`config.mk`:
```
export PLATFORM = sky130hd
export DESIGN_NAME = txsg_top
export DESIGN_NICKNAME = d
export VERILOG_FILES = /design/src/pkg/txsg_pkg.sv /design/src/rtl/txsg_bit_timer.sv /design/src/rtl/txsg_top.sv
export SDC_FILE = /design/constraint.sdc
export NUM_CORES = 1
export LEC_CHECK = 0
export BUFFER_PORTS_ARGS = -buffer_cell sky130_fd_sc_hd__buf_4
export CAP_MARGIN = 20
export CORE_MARGIN = 4
export CORE_UTILIZATION = 60
export CTS_CLUSTER_SIZE = 12
export DETAILED_ROUTE_END_ITERATION = 10
export PLACE_DENSITY = 0.86
export REMOVE_ABC_BUFFERS = 1
export SLEW_MARGIN = 20
export SYNTH_ARGS = -nofsm -noshare
export SYNTH_HDL_FRONTEND = slang
export SYNTH_SLANG_ARGS = --single-unit
```
`constraint.sdc`:
```
create_clock -name core_clk -period 4.8 [get_ports core_clk]
set_clock_uncertainty 0.15 [all_clocks]
set_input_delay 0.96 -clock core_clk [delete_from_list [all_inputs] [get_ports core_clk]]
set_output_delay 0.96 -clock core_clk [all_outputs]
set_load 0.005 [all_outputs]
```
`src/pkg/txsg_pkg.sv`:
```
// Shared constants and types for the transmit symbol generator and signal routing
package txsg_pkg;

    localparam int APB_AW = 8;
    localparam int DATA_W = 32;

    // Register byte addresses
    localparam logic [7:0] OFS_SYM_A  = 8'h00;
    localparam logic [7:0] OFS_SYM_B  = 8'h04;
    localparam logic [7:0] OFS_SYM_C  = 8'h08;
    localparam logic [7:0] OFS_SYM_D  = 8'h0C;
    localparam logic [7:0] OFS_LEN    = 8'h10;
    localparam logic [7:0] OFS_BURST  = 8'h14;
    localparam logic [7:0] OFS_FRAME  = 8'h18;
    localparam logic [7:0] OFS_CFG_A  = 8'h1C;
    localparam logic [7:0] OFS_CFG_B  = 8'h20;
    localparam logic [7:0] OFS_ROUTE  = 8'h24;
    localparam logic [7:0] OFS_CTRL   = 8'h28;
    localparam logic [7:0] OFS_STATUS = 8'h2C;

    // Field positions
    localparam int LEN_A_LSB     = 0;
    localparam int LEN_B_LSB     = 4;
    localparam int BURST_EN_BIT  = 8;
    localparam int BURST_LVL_BIT = 9;
    localparam int FR_START_LSB  = 0;
    localparam int FR_STOP_LSB   = 2;
    localparam int CFG_PER_LSB   = 0;
    localparam int CFG_SUB_LSB   = 8;
    localparam int CFG_PULSE_LSB = 10;
    localparam int CFG_ENV_BIT   = 14;
    localparam int RT_OUT_LSB    = 0;
    localparam int RT_IN_LSB     = 4;
    localparam int RT_DRV_LSB    = 6;
    localparam int RT_CRX_BIT    = 8;
    localparam int CTRL_GO_BIT   = 0;
    localparam int CTRL_ACT_BIT  = 1;

    // Values after reset
    localparam logic [14:0] CFG_RST   = 15'h000F;
    localparam logic [8:0]  ROUTE_RST = 9'h000;

    // Signal-out selector codes
    localparam logic [3:0] OUT_LOW      = 4'h0;
    localparam logic [3:0] OUT_OBS_RX   = 4'h1;
    localparam logic [3:0] OUT_OBS_ANA  = 4'h2;
    localparam logic [3:0] OUT_OBS_DRV  = 4'h3;
    localparam logic [3:0] OUT_ENVELOPE = 4'h4;
    localparam logic [3:0] OUT_MAN_GEN  = 4'h6;
    localparam logic [3:0] OUT_MAN_SUB  = 4'h7;

    // Signal-in and driver source codes
    localparam logic [1:0] IN_OFF      = 2'h0;
    localparam logic [1:0] IN_INTERNAL = 2'h1;
    localparam logic [1:0] IN_EXT_A    = 2'h2;
    localparam logic [1:0] IN_EXT_GEN  = 2'h3;
    localparam logic [1:0] DRV_LOW     = 2'h0;
    localparam logic [1:0] DRV_INTERNAL = 2'h1;
    localparam logic [1:0] DRV_EXT     = 2'h2;

    typedef enum logic [1:0] {ST_IDLE, ST_SYM, ST_BURST, ST_DATA} txsg_state_e;

endpackage

```
`src/rtl/txsg_bit_timer.sv`:
```
// Bit-period divider producing a one-cycle tick per bit
`timescale 1ns/1ns
module txsg_bit_timer #(
    parameter int CNT_W = 8
) (
    input  wire logic             core_clk,
    input  wire logic             rstn,
    input  wire logic             restart,
    input  wire logic [CNT_W-1:0] period,
    output logic                  tick,
    output logic      [CNT_W-1:0] phase
);
    import txsg_pkg::*;

    typedef struct packed {
        logic [CNT_W-1:0] cnt;
    } txsg_tmr_s;

    txsg_tmr_s s;
    txsg_tmr_s next_s;

    always_comb begin
        next_s = s;
        if (restart || s.cnt >= period) begin
            next_s.cnt = '0;
        end else begin
            next_s.cnt = s.cnt + 1'b1;
        end
    end

    always_ff @(posedge core_clk or negedge rstn) begin
        if (!rstn) begin
            s <= '0;
        end else begin
            s <= next_s;
        end
    end

    // Restart suppresses the tick so a fresh bit always gets a full period
    assign tick  = !restart && (s.cnt >= period);
    assign phase = s.cnt;

endmodule

```
`src/rtl/txsg_top.sv`:
```
// Transmit symbol generator with signal-in/signal-out routing and APB registers
`timescale 1ns/1ns

// Behaviour
// - Four symbols; sym_a and sym_b hold 16-bit patterns plus optional burst of 1 to 256 bits.
// - sym_c and sym_d hold at most 8-bit patterns, no burst.
// - Pattern is sent from highest used bit down, LSB last.
// - Shared pair length bounds patterns; bits above it are ignored.
// - Frame control picks leading symbol a, b or c and trailing b, c or d.
// - Pairs a/b and c/d each share rate, subcarrier, pulse and envelope settings.
// - Signal-out selector 0100 drives the coded transmit envelope out when the active bit is set; it is low on the passive path.
// - Signal-in selector 01 internal receiver, 10 pin as Type A, 11 pin generic.
// - Signal-out selector 0110 gives Manchester generic, 0111 Manchester with subcarrier.
// - Passive and active antenna paths both supported, used one at a time.
// - Signal-out selector can expose internal transmit and receive signals.
module txsg_top #(
    parameter int PER_W = 8
) (
    input  wire logic                         core_clk,
    input  wire logic                         rstn,
    input  wire logic [txsg_pkg::APB_AW-1:0]  paddr,
    input  wire logic                         psel,
    input  wire logic                         penable,
    input  wire logic                         pwrite,
    input  wire logic [txsg_pkg::DATA_W-1:0]  pwdata,
    output logic      [txsg_pkg::DATA_W-1:0]  prdata,
    output logic                              pready,
    output logic                              pslverr,
    input  wire logic                         tx_bit_valid,
    input  wire logic                         tx_bit,
    input  wire logic                         tx_bit_last,
    output logic                              tx_bit_ready,
    input  wire logic                         ana_rx_data,
    input  wire logic                         ext_signal_in,
    input  wire logic                         man_generic,
    input  wire logic                         man_subcarrier,
    input  wire logic                         rx_request,
    output logic                              ext_signal_out,
    output logic                              driver_out,
    output logic                              rx_data,
    output logic                              rx_generic,
    output logic                              rx_enable,
    output logic                              frame_busy
);
    import txsg_pkg::*;

    typedef struct packed {
        logic [15:0]      sym_a;
        logic [15:0]      sym_b;
        logic [7:0]       sym_c;
        logic [7:0]       sym_d;
        logic [3:0]       len_a;
        logic [2:0]       len_b;
        logic [9:0]       burst;
        logic [3:0]       frame;
        logic [14:0]      cfg_a;
        logic [14:0]      cfg_b;
        logic [8:0]       route;
        logic             active;
        txsg_state_e      st;
        logic             post;
        logic [1:0]       sym;
        logic [3:0]       idx;
        logic [7:0]       bcnt;
        logic             cur_bit;
        logic             last;
        logic             restart;
        logic [7:0]       frames;
        logic [31:0]      prdata;
        logic             pready;
        logic             pslverr;
        logic             tx_bit_ready;
        logic             ext_signal_out;
        logic             driver_out;
        logic             rx_data;
        logic             rx_generic;
        logic             rx_enable;
        logic             busy;
    } txsg_regs_s;

    txsg_regs_s s;
    txsg_regs_s next_s;

    logic             tick;
    logic [PER_W-1:0] phase;
    logic [14:0]      cfg;
    logic             level;
    logic             env;
    logic             env_active;
    logic             env_passive;
    logic             sym_done;
    logic             wr_en;
    logic             rd_en;

    // Pattern of a symbol, c and d zero-extended to 16 bits; no masking by pair length
    function automatic logic [15:0] sym_pattern(input txsg_regs_s r, input logic [1:0] id);
        logic [15:0] p;
        p = 16'h0000;
        case (id)
            2'd0:    p = r.sym_a;
            2'd1:    p = r.sym_b;
            2'd2:    p = {8'h00, r.sym_c};
            default: p = {8'h00, r.sym_d};
        endcase
        return p;
    endfunction

    // Highest bit index sent for a symbol
    function automatic logic [3:0] sym_top(input txsg_regs_s r, input logic [1:0] id);
        return id[1] ? {1'b0, r.len_b} : r.len_a;
    endfunction

    function automatic logic [31:0] reg_read(input txsg_regs_s r, input logic [7:0] a);
        logic [31:0] d;
        d = 32'h0000_0000;
        case (a)
            OFS_SYM_A:  d = {16'h0000, r.sym_a};
            OFS_SYM_B:  d = {16'h0000, r.sym_b};
            OFS_SYM_C:  d = {24'h000000, r.sym_c};
            OFS_SYM_D:  d = {24'h000000, r.sym_d};
            OFS_LEN:    d = {25'h0000000, r.len_b, r.len_a};
            OFS_BURST:  d = {22'h000000, r.burst};
            OFS_FRAME:  d = {28'h0000000, r.frame};
            OFS_CFG_A:  d = {17'h00000, r.cfg_a};
            OFS_CFG_B:  d = {17'h00000, r.cfg_b};
            OFS_ROUTE:  d = {23'h000000, r.route};
            OFS_CTRL:   d = {30'h00000000, r.active, 1'b0};
            OFS_STATUS: d = {8'h00, r.frames, 4'h0, r.idx, 1'b0, r.post,
                             r.sym, r.st, 1'b0, r.busy};
            default:    d = 32'h0000_0000;
        endcase
        return d;
    endfunction

    function automatic logic addr_ok(input logic [7:0] a, input logic wr);
        logic ok;
        ok = 1'b0;
        case (a)
            OFS_SYM_A, OFS_SYM_B, OFS_SYM_C, OFS_SYM_D, OFS_LEN, OFS_BURST,
            OFS_FRAME, OFS_CFG_A, OFS_CFG_B, OFS_ROUTE, OFS_CTRL: ok = 1'b1;
            OFS_STATUS: ok = !wr;
            default:    ok = 1'b0;
        endcase
        return ok;
    endfunction

    // Data bits always use the a/b pair's timing (cfg_a)
    assign cfg = (s.st != ST_DATA && s.sym[1]) ? s.cfg_b : s.cfg_a;

    txsg_bit_timer #(
        .CNT_W (PER_W)
    ) u_timer (
        .core_clk (core_clk),
        .rstn     (rstn),
        .restart  (s.restart),
        .period   (cfg[CFG_PER_LSB +: PER_W]),
        .tick     (tick),
        .phase    (phase)
    );

    assign wr_en = psel && penable && s.pready && pwrite;
    assign rd_en = psel && penable && !s.pready;

    // Bit level before shaping
    always_comb begin
        level = 1'b0;
        case (s.st)
            ST_SYM:   level = 1'(sym_pattern(s, s.sym) >> s.idx);
            ST_BURST: level = s.burst[BURST_LVL_BIT];
            ST_DATA:  level = s.tx_bit_ready ? 1'b0 : s.cur_bit;
            default:  level = 1'b0;
        endcase
    end

    // Pulse length, subcarrier and envelope polarity of the active pair
    always_comb begin
        env = level;
        if (cfg[CFG_PULSE_LSB +: 4] != 4'h0 &&
            phase >= PER_W'(cfg[CFG_PULSE_LSB +: 4])) begin
            env = 1'b0;
        end
        if (cfg[CFG_SUB_LSB +: 2] != 2'h0) begin
            env = env && phase[cfg[CFG_SUB_LSB +: 2] - 2'd1];
        end
        if (s.st != ST_IDLE) begin
            env = env ^ cfg[CFG_ENV_BIT];
        end
        // One antenna path at a time: the target bit steers the frame
        env_active  = s.active && env;
        env_passive = !s.active && env;
    end

    always_comb begin
        next_s          = s;
        next_s.restart  = 1'b0;
        sym_done        = 1'b0;

        // APB slave: one wait state, write lands on the completing edge
        next_s.pready = rd_en;
        if (rd_en) begin
            next_s.prdata  = reg_read(s, paddr);
            next_s.pslverr = !addr_ok(paddr, pwrite);
        end else begin
            next_s.pslverr = 1'b0;
        end
        if (wr_en && addr_ok(paddr, 1'b1)) begin
            case (paddr)
                OFS_SYM_A: next_s.sym_a = pwdata[15:0];
                OFS_SYM_B: next_s.sym_b = pwdata[15:0];
                OFS_SYM_C: next_s.sym_c = pwdata[7:0];
                OFS_SYM_D: next_s.sym_d = pwdata[7:0];
                OFS_LEN: begin
                    next_s.len_a = pwdata[LEN_A_LSB +: 4];
                    next_s.len_b = pwdata[LEN_B_LSB +: 3];
                end
                OFS_BURST: next_s.burst = pwdata[9:0];
                OFS_FRAME: next_s.frame = pwdata[3:0];
                OFS_CFG_A: next_s.cfg_a = pwdata[14:0];
                OFS_CFG_B: next_s.cfg_b = pwdata[14:0];
                OFS_ROUTE: next_s.route = pwdata[8:0];
                OFS_CTRL: begin
                    // Target and start are ignored while a frame runs
                    if (s.st == ST_IDLE) begin
                        next_s.active = pwdata[CTRL_ACT_BIT];
                        if (pwdata[CTRL_GO_BIT]) begin
                            next_s.post    = 1'b0;
                            next_s.restart = 1'b1;
                            if (s.frame[FR_START_LSB +: 2] != 2'h0) begin
                                next_s.sym = s.frame[FR_START_LSB +: 2] - 2'd1;
                                next_s.idx = sym_top(s, s.frame[FR_START_LSB +: 2] - 2'd1);
                                next_s.st  = ST_SYM;
                            end else begin
                                next_s.st           = ST_DATA;
                                next_s.tx_bit_ready = 1'b1;
                            end
                        end
                    end
                end
                default: next_s.frame = s.frame;
            endcase
        end

        // Frame sequencer
        case (s.st)
            ST_SYM: begin
                if (tick) begin
                    if (s.idx == 4'h0) begin
                        if (!s.sym[1] && s.burst[BURST_EN_BIT]) begin
                            next_s.st   = ST_BURST;
                            next_s.bcnt = s.burst[7:0];
                        end else begin
                            sym_done = 1'b1;
                        end
                    end else begin
                        next_s.idx = s.idx - 4'h1;
                    end
                end
            end
            ST_BURST: begin
                if (tick) begin
                    if (s.bcnt == 8'h00) begin
                        sym_done = 1'b1;
                    end else begin
                        next_s.bcnt = s.bcnt - 8'h01;
                    end
                end
            end
            ST_DATA: begin
                if (s.tx_bit_ready) begin
                    if (tx_bit_valid) begin
                        next_s.cur_bit      = tx_bit;
                        next_s.last         = tx_bit_last;
                        next_s.tx_bit_ready = 1'b0;
                        next_s.restart      = 1'b1;
                    end
                end else if (tick) begin
                    if (s.last) begin
                        if (s.frame[FR_STOP_LSB +: 2] != 2'h0) begin
                            next_s.st      = ST_SYM;
                            next_s.post    = 1'b1;
                            next_s.sym     = s.frame[FR_STOP_LSB +: 2];
                            next_s.idx     = sym_top(s, s.frame[FR_STOP_LSB +: 2]);
                            next_s.restart = 1'b1;
                        end else begin
                            next_s.st     = ST_IDLE;
                            next_s.frames = s.frames + 8'h01;
                        end
                    end else begin
                        next_s.tx_bit_ready = 1'b1;
                    end
                end
            end
            default: next_s.bcnt = s.bcnt;
        endcase

        if (sym_done) begin
            if (s.post) begin
                next_s.st     = ST_IDLE;
                next_s.frames = s.frames + 8'h01;
            end else begin
                next_s.st           = ST_DATA;
                next_s.tx_bit_ready = 1'b1;
            end
        end
        next_s.busy = (next_s.st != ST_IDLE);

        // Receive path selection
        case (s.route[RT_IN_LSB +: 2])
            IN_INTERNAL: begin
                next_s.rx_data    = ana_rx_data;
                next_s.rx_generic = 1'b0;
            end
            IN_EXT_A: begin
                next_s.rx_data    = ext_signal_in;
                next_s.rx_generic = 1'b0;
            end
            IN_EXT_GEN: begin
                next_s.rx_data    = ext_signal_in;
                next_s.rx_generic = 1'b1;
            end
            default: begin
                next_s.rx_data    = 1'b0;
                next_s.rx_generic = 1'b0;
            end
        endcase
        next_s.rx_enable = s.route[RT_CRX_BIT] || rx_request;

        // Driver source
        case (s.route[RT_DRV_LSB +: 2])
            DRV_LOW:      next_s.driver_out = 1'b0;
            DRV_INTERNAL: next_s.driver_out = env_passive;
            DRV_EXT:      next_s.driver_out = ext_signal_in;
            default:      next_s.driver_out = 1'b0;
        endcase

        // Signal-out selector, including observation taps
        case (s.route[RT_OUT_LSB +: 4])
            OUT_ENVELOPE: next_s.ext_signal_out = env_active;
            OUT_MAN_GEN:  next_s.ext_signal_out = man_generic;
            OUT_MAN_SUB:  next_s.ext_signal_out = man_subcarrier;
            OUT_OBS_RX:   next_s.ext_signal_out = s.rx_data;
            OUT_OBS_ANA:  next_s.ext_signal_out = ana_rx_data;
            OUT_OBS_DRV:  next_s.ext_signal_out = s.driver_out;
            default:      next_s.ext_signal_out = 1'b0;
        endcase
    end

    always_ff @(posedge core_clk or negedge rstn) begin
        if (!rstn) begin
            s       <= '0;
            s.cfg_a <= CFG_RST;
            s.cfg_b <= CFG_RST;
            s.route <= ROUTE_RST;
        end else begin
            s <= next_s;
        end
    end

    assign prdata         = s.prdata;
    assign pready         = s.pready;
    assign pslverr        = s.pslverr;
    assign tx_bit_ready   = s.tx_bit_ready;
    assign ext_signal_out = s.ext_signal_out;
    assign driver_out     = s.driver_out;
    assign rx_data        = s.rx_data;
    assign rx_generic     = s.rx_generic;
    assign rx_enable      = s.rx_enable;
    assign frame_busy     = s.busy;
endmodule

```
==> qor.csv, run 1 <==
metric,value,unit
netlist_top_cells_area,"dfrtp_1 (44%), mux2_2 (13%), mux2i_1 (3.4%)",
synth_top_cell_area_share,43.93,%
clock.fmax,0.2479,GHz
max-vdd-ir-drop,0.2470,mV
start_util,61.19,%
synth_edf_count,0,
numCtsBuffers,17,
yosysSeqAreaShare,46.10,%
coreArea,15830,um^2
num_rows,46,
synthTopCellsByCount,"dfrtp_1 (170), mux2_2 (111), nand2_1 (76), o21ai_0 (41), nor2_1 (40)",
end_kind,register,
fin_util,68.19,%
ys_ff_latch,178,
crit_type,register to register,
rsz0062_at_grt,no,
drt-vias-per-instance,6.676,
fill_cells,1146,
routed_wl,26380,um
die_area,18240,um^2
num_io_pins,94,
ys.warnings.count,0,
cts_resized,0,
power_frac_comb,5.1,%
ys_async_sr_fraction,100.0,%
multi_input_area,4716,um^2
place_ws,807.9,ps
seq_power_share,48.7,%
power.leakage,5.169,nW
tritoncts,yes,
fin_cells,1145,
insertion_delay,440,ps
htree_levels,4,
relSlewSlack,34.11,%
gr-usage-all-layers,29.20,%
status,"complete, no violations",
synthCells,882,
routed_wire_length_per_instance,23.04,um
grt_max_degree,105,
route.detailed.drc,0,
cts-root-buf,clkbuf_16,
period_needed,4035,ps
pwr-share-clk,46.3,%
overflow,0,
area_growth,11.45,%
yosysMostFrequentCell,dfrtp_1,
postCtsHoldBufs,0,
p_sw_share,25.01,%
io_buffers,69,
drtIter0Drc,977,
num_vias,7644,
synth.avg_cell_area,10.98,um^2
min_path_type,register to register,
regArea,4464,um^2
min_period_over_period,84.05,%
setup-violations-final,0,
post_cts_buffers,0,
dpl.cell_count,1113,
synth.distinct_cells,73,
drive_gt1_share,28.31,%
slew_violations,0,
grt_pass1_wl,40820,um
ant_nets,0,
clk_pin_slew,70,ps
clock-sinks,178,
slowest_stage,nand3_1,
final_hold_viol_count,0,
netlist_area,9684,um^2
die-width,135.0,um
yosysTopAreaCell,dfrtp_1,
antenna_found_initial,0,
place.gp.congestion,0.9620,
dpl.hpwl,17890,um
crit_fanout,17,
worst_pin_slew,988.4,ps
crit_arrival,4180,ps
p_switching,0.0007863,W
final_net_count,994,
fin_setup_tns,0,ps
path_cells,ha_1 -> nand2b_4 -> mux2i_1 -> ha_1 -> a21oi_1 -> nor2b_1 -> a2111oi_0 -> o21ai_0 -> nand3_1 -> mux2i_1 -> o311ai_0,
diodes,0,
fin_ws,765.5,ps
grt_pass1_vias,7536,
intPower,0.002358,W
firstDrtPassIters,5,
slowest_delay,570,ps
maxCapViolations,0,
power,0.003144,W
fp.dieH,135.0,um
cp.required,4950,ps
ys.flop_type,dfrtp_1,
power.density,291.3,nW/um^2
cts_buffer_depth,2,
startpoint_type,register,
-- layer usage --
metal	global-route usage [%]	share of wire [%]	up-vias	wire length [um]
met4	13.89	4.9	0	1292
met2	45.94	46	479	12260
met3	9.016	10	125	2680
met5	0	0	-	0
li1	-	-	3286	-
met1	37.08	38	3754	10140
-- through the flow --
stage,cell area [um^2],hold WS (ps)
floorplan,9285,291.3
finish,10790,318.6
CTS,10790,323.7
global route,10790,345.9
global placement,10180,301.0
detailed placement,10180,307.5
-- power groups by stage --
stage,Sequential (W),Clock [W],Combinational (W)
3_5_place_dp,0.00156,0,0.000156
2_1_floorplan,0.00155,0,0.0000567
3_3_place_gp,0.00156,0,0.000154
6_report,0.00153,0.00145,0.000159
5_1_grt,0.00153,0.00153,0.000173
4_1_cts,0.00153,0.00146,0.000158
-- layout make-up --
| type | instances | area share, % |
|---|---|---|
| Timing Repair Buffer | 81 | 5.785 |
| Sequential cell | 178 | 41.36 |
| Tap cell | 216 | 2.504 |
| Multi-Input combinational cell | 610 | 43.69 |
| Clock inverter | 15 | 1.739 |
| Inverter | 28 | 0.9738 |
| Clock buffer | 17 | 3.942 |
-- layout by cell type (no fill, tap or decap), types with 6 or more instances in the layout --
cell type    n
a21o_1      10
a21oi_1     31
a222oi_1     7
a22o_1       8
a22oi_1     24
a31oi_1      7
and3_1       6
buf_4       79
clkbuf_16   17
conb_1       8
dfrtp_1    170
dfstp_2      8
ha_1        25
inv_1       27
inv_8        6
mux2_2     111
mux2i_1     33
mux4_2      12
nand2_1     76
nand3_1     32
nand4_1      9
nor2_1      40
nor2b_1      8
nor3_1       9
o21ai_0     41
o22a_1       7
o22ai_1      7
xnor2_1      9
xor2_1       7
-- final timing paths --
check                                start         end  slack (ps)  cells after the start
worst max-delay path                 s[67]       s[59]         770                     11
worst min-delay path            prdata[19]  prdata[19]         320                      2
worst max register to register       s[67]       s[59]         770                     11
worst min register to register  prdata[19]  prdata[19]         320                      2
max in group asynchronous             rstn      s[134]        3110                      2
min in group asynchronous             rstn       s[50]         510                      1
-- cells by family after synthesis --
kind of cell / count (synthesis) / synth area share [%]
flops: 178 / 46.10
simple gates: 227 / 11.99
xor+xnor: 16 / 1.447
other cells: 1 / 0.03872
compound gates: 177 / 12.45
fa+ha+maj: 25 / 3.230
buf+inv: 101 / 5.478
mux: 157 / 19.26
-- sequential cells by signal, summed over array words and instances, names as in the netlist --
signal,flops
driver_out,1
ext_signal_out,1
frame_busy,1
prdata,24
pready,1
pslverr,1
rx_data,1
rx_enable,1
rx_generic,1
s,137
tx_bit_ready,1
u_timer.phase,8
-- critical path, delay by kind of cell, from the launching register on --
kind                       cells  cell delay [ps]
muxes                          2              650
AOI/OAI and AO/OA              4             1110
DFF                            1              480
and+or+nand+nor                3              950
adders and majority gates      2              540
Power figures use the tool's default switching activity.
==> inputs of run 2 (changes only) <==
CORE_UTILIZATION = 54   (was 60)
PLACE_DENSITY = 0.82   (was 0.86)
clock period = 3.7 ns   (was 4.8 ns; I/O delays follow)
==> run 2 against run 1 <==
Hold slack lost 120 ps. Clock power grew 28%. Final area grew 1.5%. Worst setup slack lost 470 ps. Combinational power grew 43%. Non-clock buffer count grew 18. Critical path type unchanged. First-iteration DRC count shrank 17%.
==> qor.csv, run 2 (synthesis results as in run 1) <==
metric,value,unit,change
diodes,0,,unchanged
firstDrtPassIters,5,,unchanged
drtIter0Drc,808,,-17%
cp.required,3850,ps,-1100 ps
power.leakage,5.266,nW,+1.9%
io_buffers,69,,unchanged
regMostFlops,s,,
fp.dieH,141.9,um,+5.1%
post_cts_buffers,0,,unchanged
final_hold_viol_count,0,,unchanged
antenna_found_initial,0,,unchanged
cp_num_buf_inv,0,,unchanged
route.detailed.drc,0,,unchanged
htree_levels,4,,unchanged
postCtsHoldBufs,0,,unchanged
fin_util,62.92,%,-5.3 points
startpoint_type,register,,
grt_max_degree,84,,-20%
rsz0062_at_grt,no,,
min_path_type,input pin to asynchronous set/reset pin,,
start_util,55.60,%,-5.6 points
grt_pass1_vias,7523,,-0.17%
num_rows,48,,+4.3%
status,"complete, no violations",,
cts-root-buf,clkbuf_16,,
cts_buffer_depth,2,,unchanged
ant_nets,0,,unchanged
routed_wire_length_per_instance,22.78,um,-1.1%
grt_pass1_wl,41680,um,+2.1%
worst_pin_slew,884.7,ps,-103.7 ps
gr-usage-all-layers,27.02,%,-2.2 points
critPathTopFamily,multiplexers,,
numCtsBuffers,17,,unchanged
area_growth,13.15,%,
relSlewSlack,41.02,%,+6.9 points
die-width,141.9,um,+5.1%
num_io_pins,94,,unchanged
tritoncts,yes,,
slowest_stage,mux2i_1,,
num_vias,7414,,-3.0%
final_net_count,1012,,+1.8%
final_common_cell,dfrtp_1,,
period_needed,3400,ps,-634.7 ps
max-vdd-ir-drop,0.3545,mV,+44%
routed_wl,26700,um,+1.2%
maxCapViolations,0,,unchanged
path_cells,ha_1 -> nand2b_4 -> mux2i_1 -> ha_1 -> mux2i_1 -> mux2_4 -> a221o_1 -> and4b_1 -> xnor2_1 -> o22ai_1,,
drt-vias-per-instance,6.326,,-5.2%
slowest_delay,410,ps,-160 ps
min_period_over_period,91.89,%,+7.8 points
crit_arrival,3550,ps,-630 ps
slew_violations,0,,unchanged
power.density,370.2,nW/um^2,+27%
end_kind,register,,
overflow,0,,unchanged
drive_gt1_share,29.57,%,+1.3 points
die_area,20140,um^2,+10%
dpl.hpwl,18920,um,+5.8%
cts_resized,0,,unchanged
insertion_delay,440,ps,about the same
crit_type,register to register,,
power,0.004057,W,+29%
coreArea,17420,um^2,+10%
clk_pin_slew,70,ps,about the same
fill_cells,1398,,+22%
clock.fmax,0.2941,GHz,+19%
place.gp.congestion,0.9655,,+0.36%
crit_fanout,10,,-7
mostFrequentLayoutCells,"dfrtp_1 (170), mux2_2 (111), buf_4 (95), nand2_1 (76), o21ai_0 (41)",,
worst_hold_slack,197.0,ps,-121.6 ps
setup-violations-final,0,,unchanged
fin_setup_tns,0,ps,unchanged
clock-sinks,178,,unchanged
largest_register_ffs,137,,unchanged
[run 2: changes by cell type in the layout (fill, tap and decap cells not counted), sizes merged]
cell	change
clkinvlp	+1
clkinv	-1
buf	+18
inv	-5
clkbuf	+5
[run 2: through the flow]
step           area (um^2)  worst slack, ps  instances
2_1_floorplan         9285            442.4        816
3_3_place_gp         10350            418.6       1140
3_5_place_dp         10350            366.7       1140
4_1_cts              10960            338.4       1172
5_1_grt              10960            82.17       1172
6_report             10960            300.1       1172
[run 2: final cells by class]
type	count	area (um^2)	area share [%]
clock buffers	22	484.2	4.419
clock inverters	10	122.6	1.119
inverters	28	105.1	0.9591
multi-input cells	610	4716	43.03
flip-flops and latches	178	4464	40.74
well taps	225	281.5	2.569
repair buffers	99	784.5	7.159
[run 2: worst register-to-register path, cell delays in order (launching register included)]
cell	delay [ps]
dfrtp_1	390
ha_1	220
nand2b_4	240
mux2i_1	420
ha_1	350
mux2i_1	150
mux2_4	290
a221o_1	370
and4b_1	290
xnor2_1	250
o22ai_1	130
[run 2: path summary, 6_finish.rpt]
path                       startpoint        endpoint  slack (ps)  depth (start not counted)
max                             s[67]  ext_signal_out         300                         10
min                              rstn      prdata[18]         200                          1
max reg2reg                     s[67]  ext_signal_out         300                         10
min reg2reg                prdata[19]      prdata[19]         320                          2
max in group asynchronous        rstn           s[79]        2400                          2
min in group core_clk      prdata[19]      prdata[19]         320                          2
[run 2: layer usage]
layer | vias to the layer above | wire length (um) | global-route usage, % | share of wire, %
met1 | 3693 | 11200 | 37.17 | 42
met3 | 66 | 2380 | 7.651 | 8.9
li1 | 3309 | - | - | -
met4 | 0 | 756 | 8.889 | 2.8
met5 | - | 0 | 0 | 0
met2 | 346 | 12360 | 41.74 | 46
[run 2: where the power goes]
part,internal (W),total [W],switching [W]
clock network,0.00107,0.00185,0.000781
logic,0.0000764,0.000227,0.000151
registers,0.00196,0.00197,0.0000166
total,0.00311,0.00406,0.000948
==> inputs of run 3 (changes only) <==
CORE_MARGIN = default   (was 4)
==> run 3 against run 2 <==
Cell count decreased by 0.43%. Worst setup slack improved by 34 ps. Die area fell by 8.3%. Register-to-register slack improved by 30 ps. Clock power is 9% higher. Core utilization is the same. Sequential cell count is the same. Global-route usage grew 3.6 points. Combinational power barely moved. Clock-buffer cell count decreased by 4. Largest power group is now clock.
==> qor.csv, run 3 (synthesis results as in run 1) <==
metric,value,unit,change
status,"complete, no violations",,
coreArea,17420,um^2,unchanged
overflow,0,,unchanged
num_vias,7511,,+1.3%
final_hold_viol_count,0,,unchanged
insertion_delay,450,ps,about the same
ant_nets,0,,unchanged
path_cells,ha_1 -> nand2b_4 -> mux2i_1 -> ha_1 -> a21oi_1 -> nor2b_1 -> a2111oi_0 -> o21ai_0 -> nand3_1 -> buf_12 -> mux2i_1 -> o311ai_0,,
cts_resized,0,,unchanged
place_ws,383.6,ps,+16.89 ps
cp.required,3830,ps,-20 ps
regMostFlops,s,,
min_path_type,input pin to asynchronous set/reset pin,,
die_area,18470,um^2,-8.3%
crit_fanout,17,,+7
setup-violations-final,0,,unchanged
relSlewSlack,40.44,%,-0.59 points
clk_pin_slew,70,ps,about the same
end_kind,register,,
grt_max_degree,93,,+11%
antenna_found_initial,1,,+1
fin_ws,334.0,ps,+33.88 ps
startpoint,s[67],,
place.gp.congestion,0.9413,,-2.5%
final_net_count,1007,,-0.49%
die-width,135.9,um,-4.2%
mostFrequentLayoutCells,"dfrtp_1 (170), mux2_2 (111), buf_4 (91), nand2_1 (76), o21ai_0 (41)",,
firstDrtPassIters,6,,+1
clock-sinks,178,,unchanged
final_cell_area,10960,um^2,unchanged
slew_violations,0,,unchanged
critPathTopFamily,compound AO/OA/AOI/OAI gates,,
numCtsBuffers,17,,unchanged
top_layer,met4,,
grt_pass1_wl,41800,um,+0.28%
fin_setup_tns,0,ps,unchanged
wl_met2,12270,um,-0.74%
slowest_stage,a2111oi_0,,
diodes,0,,unchanged
power.leakage,5.261,nW,about the same
post_cts_buffers,0,,unchanged
max-vdd-ir-drop,0.3840,mV,+8.3%
htree_levels,4,,unchanged
met3RoutedLength,2695,um,+13%
postCtsHoldBufs,0,,unchanged
fin_util,62.92,%,unchanged
area_growth,13.15,%,unchanged
period_needed,3366,ps,-33.88 ps
power.density,385.2,nW/um^2,+4.1%
wl_met1,10890,um,-2.8%
crit_arrival,3500,ps,-50 ps
fp.dieH,135.9,um,-4.2%
routed_wl,26790,um,+0.31%
cp_num_buf_inv,1,,+1
r2r-start,s[67],,
min_period_over_period,90.97,%,-0.92 points
grt_pass1_vias,7320,,-2.7%
final_common_cell,dfrtp_1,,
largest_register_ffs,137,,unchanged
rrSetupSlack,330,ps,+30 ps
num_rows,48,,unchanged
rsz0062_at_grt,no,,
clock.fmax,0.2971,GHz,+1.0%
dpl.hpwl,18530,um,-2.1%
worst_pin_slew,893.5,ps,+8.813 ps
dpl_cell_area,10300,um^2,-0.48%
start_util,55.60,%,unchanged
tritoncts,yes,,
routed_wire_length_per_instance,22.95,um,+0.74%
drtIter0Drc,886,,+9.7%
fill_cells,1391,,-0.50%
drt-vias-per-instance,6.436,,+1.7%
io_buffers,69,,unchanged
startpoint_type,register,,
cts_buffer_depth,2,,unchanged
route.detailed.drc,0,,unchanged
crit_type,register to register,,
slowest_delay,440,ps,+30 ps
maxCapViolations,0,,unchanged
num_io_pins,94,,unchanged
drive_gt1_share,29.30,%,-0.27 points
gr-usage-all-layers,30.62,%,+3.6 points
cts-root-buf,clkbuf_16,,
-- run 3: changes by cell type in the layout (fill, tap and decap cells not counted) --
cell,delta
buf_12,-1
buf_4,-4
bufinv_16,+2
clkbuf_1,-1
clkbuf_8,-3
clkinv_2,-1
clkinv_8,+1
clkinvlp_4,-1
inv_6,+1
inv_8,+2
-- run 3: through the flow --
stage	cells	hold WS [ps]	total power, W
2_1_floorplan	816	291.3	0.002085
3_3_place_gp	1135	302.3	0.002228
3_5_place_dp	1135	308.6	0.002232
4_1_cts	1167	251.4	0.004234
5_1_grt	1167	300.0	0.004332
6_report	1167	225.7	0.004221
-- run 3: area by class of cell --
class / instances / area [um^2] / area share (%)
inverters: 28 / 105.1 / 0.9591
clock buffers: 18 / 439.2 / 4.008
well taps: 225 / 281.5 / 2.569
clock inverters: 14 / 217.7 / 1.987
flip-flops and latches: 178 / 4464 / 40.74
multi-input cells: 610 / 4716 / 43.03
repair buffers: 94 / 734.5 / 6.702
-- run 3: worst paths after layout --
check	to	cells past startpoint
setup / recovery	s[59]	12
max in group asynchronous	s[106]	2
min in group core_clk	prdata[23]	2
setup reg to reg	s[59]	12
hold reg to reg	prdata[23]	2
hold / removal	prdata[18]	1
-- run 3: layer usage --
metal  up-vias  global-route usage (%)
met2       399                   46.49
li1       3297                       -
met4         0                   13.27
met1      3731                   40.75
met3        84                   8.986
met5         -                       0
-- run 3: report_power, final --
part | internal [W] | total (W) | switching (W)
logic | 0.0000751 | 0.000226 | 0.000151
clock network | 0.00117 | 0.00202 | 0.000847
registers | 0.00196 | 0.00197 | 0.0000156
total | 0.00321 | 0.00422 | 0.00101
